$ cat src/design/osc_ctrl_pkg.sv
// shared constants and carrier types for the system clock source controller
package osc_ctrl_pkg;

    // =========================================================
    // register addresses on the special-function-register bus
    localparam logic [7:0] INT_OSC_CTRL_ADDR = 8'h8a;
    localparam logic [7:0] EXT_OSC_CTRL_ADDR = 8'h8c;
    localparam logic [7:0] CLK_SRC_ADDR = 8'h8f;

    // =========================================================
    // field positions
    localparam int INT_EN_BIT = 7;     // internal oscillator enable
    localparam int INT_RDY_BIT = 6;    // internal oscillator ready, read only
    localparam int DIV_LSB = 0;        // two-bit divide select
    localparam int EXT_VALID_BIT = 7;  // crystal valid, read only
    localparam int EXT_MODE_LSB = 4;   // three-bit external mode
    localparam int EXT_FREQ_LSB = 0;   // three-bit frequency control
    localparam int CLK_SRC_BIT = 0;    // system clock source select

    // =========================================================
    // reset values
    localparam logic [7:0] INT_OSC_CTRL_RST = 8'hc0;
    localparam logic [7:0] EXT_OSC_CTRL_RST = 8'h00;
    localparam logic [7:0] CLK_SRC_RST = 8'h00;

    // =========================================================
    // external mode groups, upper two bits of the mode field
    localparam logic [1:0] EXT_GRP_OFF = 2'h0;
    localparam logic [1:0] EXT_GRP_CMOS = 2'h1;
    localparam logic [1:0] EXT_GRP_RC = 2'h2;
    localparam logic [1:0] EXT_GRP_XTAL = 2'h3;

    // =========================================================
    // internal divider terminal counts per divide select code
    localparam logic [2:0] TERM_DIV8 = 3'h7;
    localparam logic [2:0] TERM_DIV4 = 3'h3;
    localparam logic [2:0] TERM_DIV2 = 3'h1;
    localparam logic [2:0] TERM_DIV1 = 3'h0;

    // one bus request from the core
    typedef struct packed {
        logic [7:0] addr;
        logic [7:0] wrData;
        logic wrEn;
        logic rdEn;
    } sfr_req_s;

    // settings that steer the analog oscillators
    typedef struct packed {
        logic intOscEnable;
        logic [1:0] extGroup;
        logic extDivBy2;
        logic [2:0] extFreqSel;
    } osc_drive_s;

    // effective system clock source
    typedef enum logic {SRC_INTERNAL, SRC_EXTERNAL} src_e;

    // terminal count of the internal divider for a divide select code
    function automatic logic [2:0] divTerminal(input logic [1:0] sel);
        case (sel)
            2'h0: divTerminal = TERM_DIV8;
            2'h1: divTerminal = TERM_DIV4;
            2'h2: divTerminal = TERM_DIV2;
            default: divTerminal = TERM_DIV1;
        endcase
    endfunction

endpackage

$ cat src/design/int_clk_divider.sv
// divider that thins internal oscillator ticks by one, two, four or eight
`timescale 1ns/1ps
module int_clk_divider #(
    parameter int MAX_DIV = 8
) (
    input wire logic clk,
    input wire logic rst_n,
    input wire logic enable,
    input wire logic oscTick,
    input wire logic [1:0] divideSel,
    output logic divTick
);
    import osc_ctrl_pkg::*;

    // =========================================================
    // elaboration check, refuses any largest ratio other than eight
    if (MAX_DIV != 8) begin : g_bad_ratio
        $error("int_clk_divider only serves a largest ratio of eight");
    end

    logic [2:0] count;                       // ticks seen in this period
    wire [2:0] terminal = divTerminal(divideSel);
    wire atTerminal = (count >= terminal);   // a shrinking ratio never strands the count
    wire [2:0] next_count = atTerminal ? 3'h0 : count + 3'h1;

    // count ticks only while the oscillator runs; a stopped one gives none
    always_ff @(posedge clk or negedge rst_n) begin
        if (!rst_n) begin
            count <= 3'h0;
            divTick <= 1'b0;
        end else if (!enable) begin
            count <= 3'h0;
            divTick <= 1'b0;
        end else begin
            if (oscTick) begin
                count <= next_count;
            end
            divTick <= oscTick && atTerminal;
        end
    end
endmodule

$ cat src/design/system_clock_select.sv
// system clock source controller: internal oscillator control, divider, source switch
`timescale 1ns/1ps
module system_clock_select (
    input wire logic clk,
    input wire logic rst_n,
    input wire osc_ctrl_pkg::sfr_req_s sfrReq,
    output logic [7:0] sfrRdData,
    input wire logic intOscTick,
    input wire logic extOscTick,
    input wire logic intOscAtFreq,
    input wire logic extOscSettled,
    output osc_ctrl_pkg::osc_drive_s oscDrive,
    output logic sysClkTick,
    output logic periphExtTick,
    output logic sysclkIsExternal,
    output logic extOscReady
);
    import osc_ctrl_pkg::*;

    // =========================================================
    // registers
    logic intOscEnable;          // internal oscillator run bit
    logic [1:0] intClkDivideSel; // internal divide select
    logic [2:0] extMode;         // external oscillator mode
    logic [2:0] extOscFreqSel;   // external frequency control
    logic sysclkSourceBit;       // requested system clock source
    src_e srcState;              // source actually driving the system clock

    // =========================================================
    // synchronisers for levels from the analog oscillators
    logic intRdySync1;
    logic intRdySync2;
    logic extSetSync1;
    logic extSetSync2;

    always_ff @(posedge clk or negedge rst_n) begin
        if (!rst_n) begin
            intRdySync1 <= 1'b0;
            intRdySync2 <= 1'b0;
            extSetSync1 <= 1'b0;
            extSetSync2 <= 1'b0;
        end else begin
            intRdySync1 <= intOscAtFreq;
            intRdySync2 <= intRdySync1;
            extSetSync1 <= extOscSettled;
            extSetSync2 <= extSetSync1;
        end
    end

    // =========================================================
    // decode
    wire wrIntCtrl = sfrReq.wrEn && (sfrReq.addr == INT_OSC_CTRL_ADDR);
    wire wrExtCtrl = sfrReq.wrEn && (sfrReq.addr == EXT_OSC_CTRL_ADDR);
    wire wrClkSrc = sfrReq.wrEn && (sfrReq.addr == CLK_SRC_ADDR);
    wire [1:0] extGroup = extMode[2:1];
    wire extRunning = (extGroup != EXT_GRP_OFF);
    wire intOscFreqReady = intOscEnable && intRdySync2;
    wire crystalValidFlag = (extGroup == EXT_GRP_XTAL) && extSetSync2;
    // rc and cmos modes are usable at once; crystal waits for valid
    wire next_extOscReady = (extGroup == EXT_GRP_RC) || (extGroup == EXT_GRP_CMOS)
                          || crystalValidFlag;

    // register images as read back; reserved bits read zero
    wire [7:0] intCtrlImage = {intOscEnable, intOscFreqReady, 4'h0, intClkDivideSel};
    wire [7:0] extCtrlImage = {crystalValidFlag, extMode, 1'b0, extOscFreqSel};
    wire [7:0] clkSrcImage = {7'h00, sysclkSourceBit};
    wire [7:0] next_rdData = (sfrReq.addr == INT_OSC_CTRL_ADDR) ? intCtrlImage :
                             (sfrReq.addr == EXT_OSC_CTRL_ADDR) ? extCtrlImage :
                             (sfrReq.addr == CLK_SRC_ADDR) ? clkSrcImage : 8'h00;

    // =========================================================
    // register writes; one internal-control write may enable and divide together
    always_ff @(posedge clk or negedge rst_n) begin
        if (!rst_n) begin
            intOscEnable <= INT_OSC_CTRL_RST[INT_EN_BIT];
            intClkDivideSel <= INT_OSC_CTRL_RST[DIV_LSB +: 2];
            extMode <= EXT_OSC_CTRL_RST[EXT_MODE_LSB +: 3];
            extOscFreqSel <= EXT_OSC_CTRL_RST[EXT_FREQ_LSB +: 3];
            sysclkSourceBit <= CLK_SRC_RST[CLK_SRC_BIT];
        end else begin
            if (wrIntCtrl) begin
                intOscEnable <= sfrReq.wrData[INT_EN_BIT];
                intClkDivideSel <= sfrReq.wrData[DIV_LSB +: 2];
            end
            if (wrExtCtrl) begin
                extMode <= sfrReq.wrData[EXT_MODE_LSB +: 3];
                extOscFreqSel <= sfrReq.wrData[EXT_FREQ_LSB +: 3];
            end
            if (wrClkSrc) begin
                sysclkSourceBit <= sfrReq.wrData[CLK_SRC_BIT];
            end
        end
    end

    // read data is captured on a read strobe and held until the next
    always_ff @(posedge clk or negedge rst_n) begin
        if (!rst_n) begin
            sfrRdData <= 8'h00;
        end else if (sfrReq.rdEn) begin
            sfrRdData <= next_rdData;
        end
    end

    // =========================================================
    // source switch; follows the select bit one cycle later, reset loads internal
    src_e next_srcState;

    always_comb begin
        case (srcState)
            SRC_INTERNAL: next_srcState = sysclkSourceBit ? SRC_EXTERNAL : SRC_INTERNAL;
            SRC_EXTERNAL: next_srcState = sysclkSourceBit ? SRC_EXTERNAL : SRC_INTERNAL;
            default: next_srcState = SRC_INTERNAL;
        endcase
    end

    always_ff @(posedge clk or negedge rst_n) begin
        if (!rst_n) begin
            srcState <= SRC_INTERNAL;
        end else begin
            srcState <= next_srcState;
        end
    end

    // =========================================================
    // internal divider
    logic intDivTick; // divided internal oscillator tick

    int_clk_divider #(
        .MAX_DIV(8)
    ) u_divider (
        .clk(clk),
        .rst_n(rst_n),
        .enable(intOscEnable),
        .oscTick(intOscTick),
        .divideSel(intClkDivideSel),
        .divTick(intDivTick)
    );

    // =========================================================
    // clock outputs; peripherals keep the external tick whatever the source
    always_ff @(posedge clk or negedge rst_n) begin
        if (!rst_n) begin
            sysClkTick <= 1'b0;
            periphExtTick <= 1'b0;
            sysclkIsExternal <= 1'b0;
            extOscReady <= 1'b0;
        end else begin
            sysClkTick <= (srcState == SRC_EXTERNAL) ? extOscTick : intDivTick;
            periphExtTick <= extRunning && extOscTick;
            sysclkIsExternal <= (srcState == SRC_EXTERNAL);
            extOscReady <= next_extOscReady;
        end
    end

    // one driver for the whole drive bundle
    assign oscDrive = '{
        intOscEnable: intOscEnable,
        extGroup: extGroup,
        extDivBy2: extMode[0],
        extFreqSel: extOscFreqSel
    };

    // helper: raw settled input high at this and the two previous samples
    logic extSettled3;
    logic [1:0] settledHist;
    always_ff @(posedge clk or negedge rst_n) begin
        if (!rst_n) begin
            settledHist <= 2'h0;
        end else begin
            settledHist <= {settledHist[0], extOscSettled};
        end
    end
    assign extSettled3 = &settledHist && extOscSettled;
endmodule

$ cat config.mk
export PLATFORM = sky130hd
export DESIGN_NAME = system_clock_select
export DESIGN_NICKNAME = d
export VERILOG_FILES = /design/src/design/osc_ctrl_pkg.sv /design/src/design/int_clk_divider.sv /design/src/design/system_clock_select.sv
export SDC_FILE = /design/constraint.sdc
export NUM_CORES = 1
export LEC_CHECK = 0
export ABC_CLOCK_PERIOD_IN_PS = 2000
export BUFFER_PORTS_ARGS = -buffer_cell sky130_fd_sc_hd__clkbuf_2
export CAP_MARGIN = 20
export CORE_AREA = 2 2 63 65
export DETAILED_ROUTE_END_ITERATION = 10
export DIE_AREA = 0 0 65 67
export MAX_ROUTING_LAYER = met4
export SYNTH_ARGS = -nofsm -noshare
export SYNTH_HDL_FRONTEND = slang
export SYNTH_HIERARCHICAL = 1
export SYNTH_SLANG_ARGS = --single-unit
$ cat constraint.sdc
create_clock -name clk -period 2 [get_ports clk]
set_input_delay 0.2 -clock clk [delete_from_list [all_inputs] [get_ports clk]]
set_output_delay 0.2 -clock clk [all_outputs]
set_load 0.02 [all_outputs]
==> results of run 1 <==
cells by family (layout without fill, tap and decap cells):
group | after synthesis | count (layout) | share of synthesized area
buf+inv | 8 | 53 | 0.0269
other cells | 1 | 1 | 0.00269
mux | 11 | 11 | 0.0970
fa+ha+maj | 6 | 6 | 0.0539
simple gates | 31 | 31 | 0.179
flops | 30 | 30 | 0.540
compound gates | 18 | 18 | 0.101
synth_stat cells (3+ instances only):
master | instances | share of area
a21o_1 | 3 | 0.016
a22o_1 | 3 | 0.019
and3_1 | 3 | 0.013
and4bb_2 | 4 | 0.036
dfrtp_1 | 29 | 0.52
ha_1 | 6 | 0.054
inv_1 | 4 | 0.011
mux2_2 | 8 | 0.065
mux2_4 | 3 | 0.032
nand2_1 | 4 | 0.011
nand3_1 | 3 | 0.011
nor2b_1 | 4 | 0.018
per-layer routing:
| layer | share of wire | global-route usage | routed length (um) |
|---|---|---|---|
| met5 | 0 | - | 0 |
| met4 | 0.011 | 0.0479 | 30 |
| met3 | 0.041 | 0.0456 | 116 |
| met2 | 0.54 | 0.256 | 1530 |
| met1 | 0.41 | 0.160 | 1150 |
how the worst max path moves through the flow:
stage / depth (start not counted) / end / start
final: 5 / u_divider/divTick / intClkDivideSel[1]
after detailed placement: 5 / u_divider/divTick / intClkDivideSel[1]
after global placement: 5 / u_divider/divTick / intClkDivideSel[1]
after global routing: 5 / u_divider/count[1] / intClkDivideSel[1]
after CTS: 5 / u_divider/divTick / intClkDivideSel[1]
after floorplan: 5 / u_divider/divTick / intClkDivideSel[1]
flip-flops by register name, summed over array words and instances (netlist names):
register and flops:
sfrRdData 7, extMode 3, extOscFreqSel 3, u_divider/count 3, intClkDivideSel 2, extOscReady 1
extSetSync1 1, extSetSync2 1, intOscEnable 1, intRdySync1 1, intRdySync2 1, periphExtTick 1
srcState 1, sysClkTick 1, sysclkIsExternal 1, sysclkSourceBit 1, u_divider/divTick 1
report_power, final:
| part | internal (uW) | switching [uW] |
|---|---|---|
| sequential | 628 | 15.1 |
| clock | 277 | 203 |
| combinational | 47.5 | 64.1 |
critical path: cells and delay by family, from the launching register on:
| family | cells | cell delay, ps |
|---|---|---|
| compound gates | 2 | 280 |
| fa+ha+maj | 1 | 290 |
| flops | 1 | 430 |
| simple gates | 2 | 500 |
metrics by stage:
step           total power, uW   util  setup WS, ps  cell area (um2)  hold slack, ps
2_1_floorplan              702      -           501             1390           -95.6
3_5_place_dp               767  0.452           403             1630             291
3_3_place_gp               761  0.452           425             1630             285
6_report                  1230  0.480           395             1730            32.4
5_1_grt                   1300  0.480           316             1730            23.8
4_1_cts                   1260  0.480           393             1730            18.5
area by class of cell:
cell class / instances / area, um2
Clock buffer: 7 / 86.3
Timing Repair Buffer: 41 / 210
Multi-Input combinational cell: 67 / 603
Tap cell: 48 / 60.1
Inverter: 4 / 15.0
Clock inverter: 1 / 5.00
Sequential cell: 30 / 752
Fill cell: 363 / 1870
==> flow_summary.toml, run 1 <==
[outcome]
status = "complete, no violations"

[routing]
via_per_inst = 4.92
ant_nets = 0
wl_um = 2830
drt-initial-drc-count = 18
avgRoutedWirePerCell_um = 14.3
first_pass_iters = 3
drt_drc_violations_left = 0
vias = 974

[cts]
ctsResizeCount = 0
cts.sink_count = 30
cts_tree = "done"
htreeDepth = 2
cts-hold-fix-buffers = 1
cts_buffer_depth = 2
cts_inserted_buffers = 5
postCtsSetupBuffers = 0
path_clk_slew_ps = 60
root_buffer = "clkbuf_8"
clock_latency_ps = 270

[layout]
nets = 179
finalNonFillerCells = 198
drive_gt1_frac = 0.473
area_growth_pct = 24.3
num_antenna_cells = 0
layout_commonest_cell = "clkbuf_2"
final_cell_mix = "40 x clkbuf_2, 29 x dfrtp_1, 8 x mux2_2"

[critical_path]
r2r_setup_slack_ps = 390
r2r-start = "intClkDivideSel[1]"
worst_path_max_delay_cell = "dfrtp_1"
cp_cell_sequence = "or2_2 > ha_1 > a21oi_1 > o21ai_2 > and3_1"
reg2reg_to = "u_divider/divTick"
crit_arrival_ps = 1770
worstPathRequired_ps = 2160
start_kind = "register"
cpPeakStageDelay_ps = 430
critical_path_class = "reg -> reg"
end_kind = "register"
crit_path_max_fanout = 5
rr_worst_depth = 5

[logic_synthesis]
ys_warn_count = 6
synth-edff-count = 0
ys_ff_latch = 30
syn_area_um2 = 1390
synth.avg_cell_area_um2 = 13.3
yosysUniqueCellTypes = 37
postSynth.asyncResetShare = 1.00
netlist_instances = 105
synth-seq-area-share = 0.540
syn_nets = 135
yosys_most_used_dff = "dfrtp_1"

[timing]
setup_viol = 0
tightest_slew_ps = 720
finClkSkew_ps = 1.51
tns_ps = 0
fmaxAchievable_mhz = 623
drv_slew = 0
finalCriticalPeriod_ps = 1610
rsz0062_at_grt = "no"
post-route-period-util = 0.803
relSlewSlack = 0.520
hold_viol_final = 0

[die]
core_area_um2 = 3610
ios = 43
num_rows = 22
dieArea_um2 = 4360
initial_core_util = 0.386
die_h_um = 67
dieWidth_um = 65

[hold_path]
min_path_type = "in -> reg"
holdCritStartpoint = "intOscAtFreq"
holdPathEnd = "intRdySync1"
hold_depth = 1

[placed_design]
dp_cells = 189
port_buffers = 40
place_congestion = 0.793
post-dp-hpwl_um = 2190

[grt]
grt_use_total = 0.147
grt_pass1_wl_um = 4560
grt-ovfl-total = 0
antenna_found_initial = 0
grt_start_max_net_pins = 31
grt_pass1_vias = 1005

[power]
ir_drop_mv = 0.472
p_leak_uw = 0.000929
power_density_nw_per_um2 = 713

[job]
maxCapViolations = 0
Power figures use the tool's default switching activity.
==> inputs of run 2 (changes only) <==
--- a/config.mk
+++ b/config.mk
@@ -5,7 +5,7 @@
 export SDC_FILE = /design/constraint.sdc
 export NUM_CORES = 1
 export LEC_CHECK = 0
-export ABC_CLOCK_PERIOD_IN_PS = 2000
+export ABC_CLOCK_PERIOD_IN_PS = 1500
 export BUFFER_PORTS_ARGS = -buffer_cell sky130_fd_sc_hd__clkbuf_2
 export CAP_MARGIN = 20
 export CORE_AREA = 2 2 63 65
==> constraint.sdc (replaced) <==
create_clock -name clk -period 1.5 [get_ports clk]
set_input_delay 0.15 -clock clk [delete_from_list [all_inputs] [get_ports clk]]
set_output_delay 0.15 -clock clk [all_outputs]
set_load 0.02 [all_outputs]
==> run 2 against run 1 <==
Critical path depth unchanged. Via count grew 3.6%. Worst hold slack better by 64 ps. Highest routed layer unchanged.
==> flow_summary.toml, run 2 (same netlist as run 1, synthesis figures left out) <==
[cts]
htreeDepth = 2
cts_tree = "done"
cts_buffer_depth = 2
cts.sink_count = 30
cts_inserted_buffers = 5
path_clk_slew_ps = 70
clock_latency_ps = 280
root_buffer = "clkbuf_8"
postCtsSetupBuffers = 0

[grt]
grt_use_total = 0.144
grt-ovfl-total = 0
antenna_found_initial = 0
grt_util_met2 = 0.241
grt_start_max_net_pins = 31
grt_pass1_vias = 1027
grt-busiest-layer = "met2"
met3_usage = 0.0422
grt_pass1_wl_um = 4570
grt_use_met1 = 0.163

[placed_design]
port_buffers = 40
post-dp-hpwl_um = 2160
place_congestion = 0.795
placed_area_um2 = 1660

[power]
p_leak_uw = 0.000959
switching_share = 0.229
internal_power_uw = 1400
pwr-share-clk = 0.440
seqPwrFrac = 0.469
comb_power_share = 0.090
ir_drop_mv = 0.606
power_uw = 1820
p_switching_uw = 416
power_density_nw_per_um2 = 999

[layout]
drive_gt1_frac = 0.500
area_growth_pct = 30.7
num_antenna_cells = 0
nets = 185
layout_commonest_cell = "clkbuf_2"
largest_reg_flops = 7
largest-register = "sfrRdData"
final_cell_mix = "40 x clkbuf_2, 29 x dfrtp_1, 8 x mux2_2"
final_util = 0.505
fillerInstances = 332
stdcell_area_um2 = 1820

[die]
dieArea_um2 = 4360
num_rows = 22
ios = 43
initial_core_util = 0.386
core_area_um2 = 3610
die_h_um = 67
dieWidth_um = 65

[critical_path]
worst_path_max_delay_cell = "dfrtp_1"
critical_path_class = "reg -> reg"
crit_buf_inv = 0
start_kind = "register"
end_kind = "register"
cpPeakStageDelay_ps = 370
worstPathRequired_ps = 1720
crit_arrival_ps = 1650
r2r-start = "intClkDivideSel[1]"
cp_cell_sequence = "or2_2 > ha_4 > nand2_1 > o21ai_2 > and3_1"
crit_path_max_fanout = 4
rr_worst_depth = 5
r2r_setup_slack_ps = 60
worstSetupStartpoint = "intClkDivideSel[1]"
crit_family = "simple AND/OR/NAND/NOR gates"
reg2reg_to = "u_divider/divTick"

[hold_path]
holdCritStartpoint = "sfrReq[4]"
hold_depth = 2
holdPathEnd = "extOscFreqSel[2]"
min_path_type = "in -> reg"

[routing]
drt-initial-drc-count = 25
first_pass_iters = 4
vias = 1009
drt_drc_violations_left = 0
via_per_inst = 4.95
avgRoutedWirePerCell_um = 13.7
ant_nets = 0
wl_um = 2790

[timing]
relSlewSlack = 0.513
tightest_slew_ps = 731
finalCriticalPeriod_ps = 1440
fmaxAchievable_mhz = 696
setup_viol = 0
hold_viol_final = 0
post-route-period-util = 0.958
drv_slew = 0
finClkSkew_ps = 2.34
holdWs_ps = 96.0
rsz0062_at_grt = "no"

[job]
maxCapViolations = 0

[outcome]
status = "complete, no violations"
==> run 2: changes by cell type in the layout (fill, tap and decap cells not counted), sizes merged <==
cell	change
clkinv	-1
bufinv	+1
clkbuf	-2
buf	+4
dlygate4sd3	+2
clkinvlp	+2
==> run 2: metrics by stage <==
stage | setup TNS [ps] | setup WS, ps | std cells
floorplan | 0 | 1.19 | 105
global placement | 0 | 1.26 | 193
detailed placement | -29.4 | -29.4 | 193
CTS | 0 | 54.6 | 204
global route | 0 | 19.8 | 204
finish | 0 | 63.7 | 204
==> run 2: area by class of cell <==
cell class | count | area [um2] | share of cell area
clock buffers | 5 | 68.8 | 0.0378
multi-input cells | 67 | 619 | 0.340
inverters | 4 | 15.0 | 0.00825
well taps | 48 | 60.1 | 0.0330
clock inverters | 3 | 45.0 | 0.0247
flip-flops and latches | 30 | 752 | 0.413
repair buffers | 47 | 260 | 0.143
==> run 2: worst register-to-register path, cell delays in order (launching register included) <==
cell	delay (ps)
dfrtp_1	370
or2_2	320
ha_4	280
nand2_1	60
o21ai_2	170
and3_1	180
==> run 2: layer usage <==
metal / up-vias / share of wire
met5: - / 0
met4: 0 / 0.016
met3: 5 / 0.038
met2: 24 / 0.54
met1: 495 / 0.41
li1: 485 / -
==> run 2: power by group through the flow <==
stage | combinational (uW) | sequential (uW) | clock, uW
after global placement | 152 | 868 | 0
after global routing | 181 | 856 | 866
after floorplan | 53.1 | 883 | 0
after detailed placement | 157 | 869 | 0
final | 164 | 854 | 801
after CTS | 167 | 854 | 826
==> run 2: how the worst max path moves through the flow <==
stage,to,slack (ps),cells after the start
2_1_floorplan,u_divider/divTick,1,5
3_3_place_gp,u_divider/divTick,1,5
3_5_place_dp,u_divider/divTick,-30,5
4_1_cts,u_divider/divTick,50,5
5_1_grt,u_divider/divTick,20,5
6_report,u_divider/divTick,60,5
==> run 2: what timing repair did <==
item,CTS,global route
hold buffers,3,0
gates resized for setup,2,0
setup endpoints to repair,1,0
hold endpoints to repair,31,0
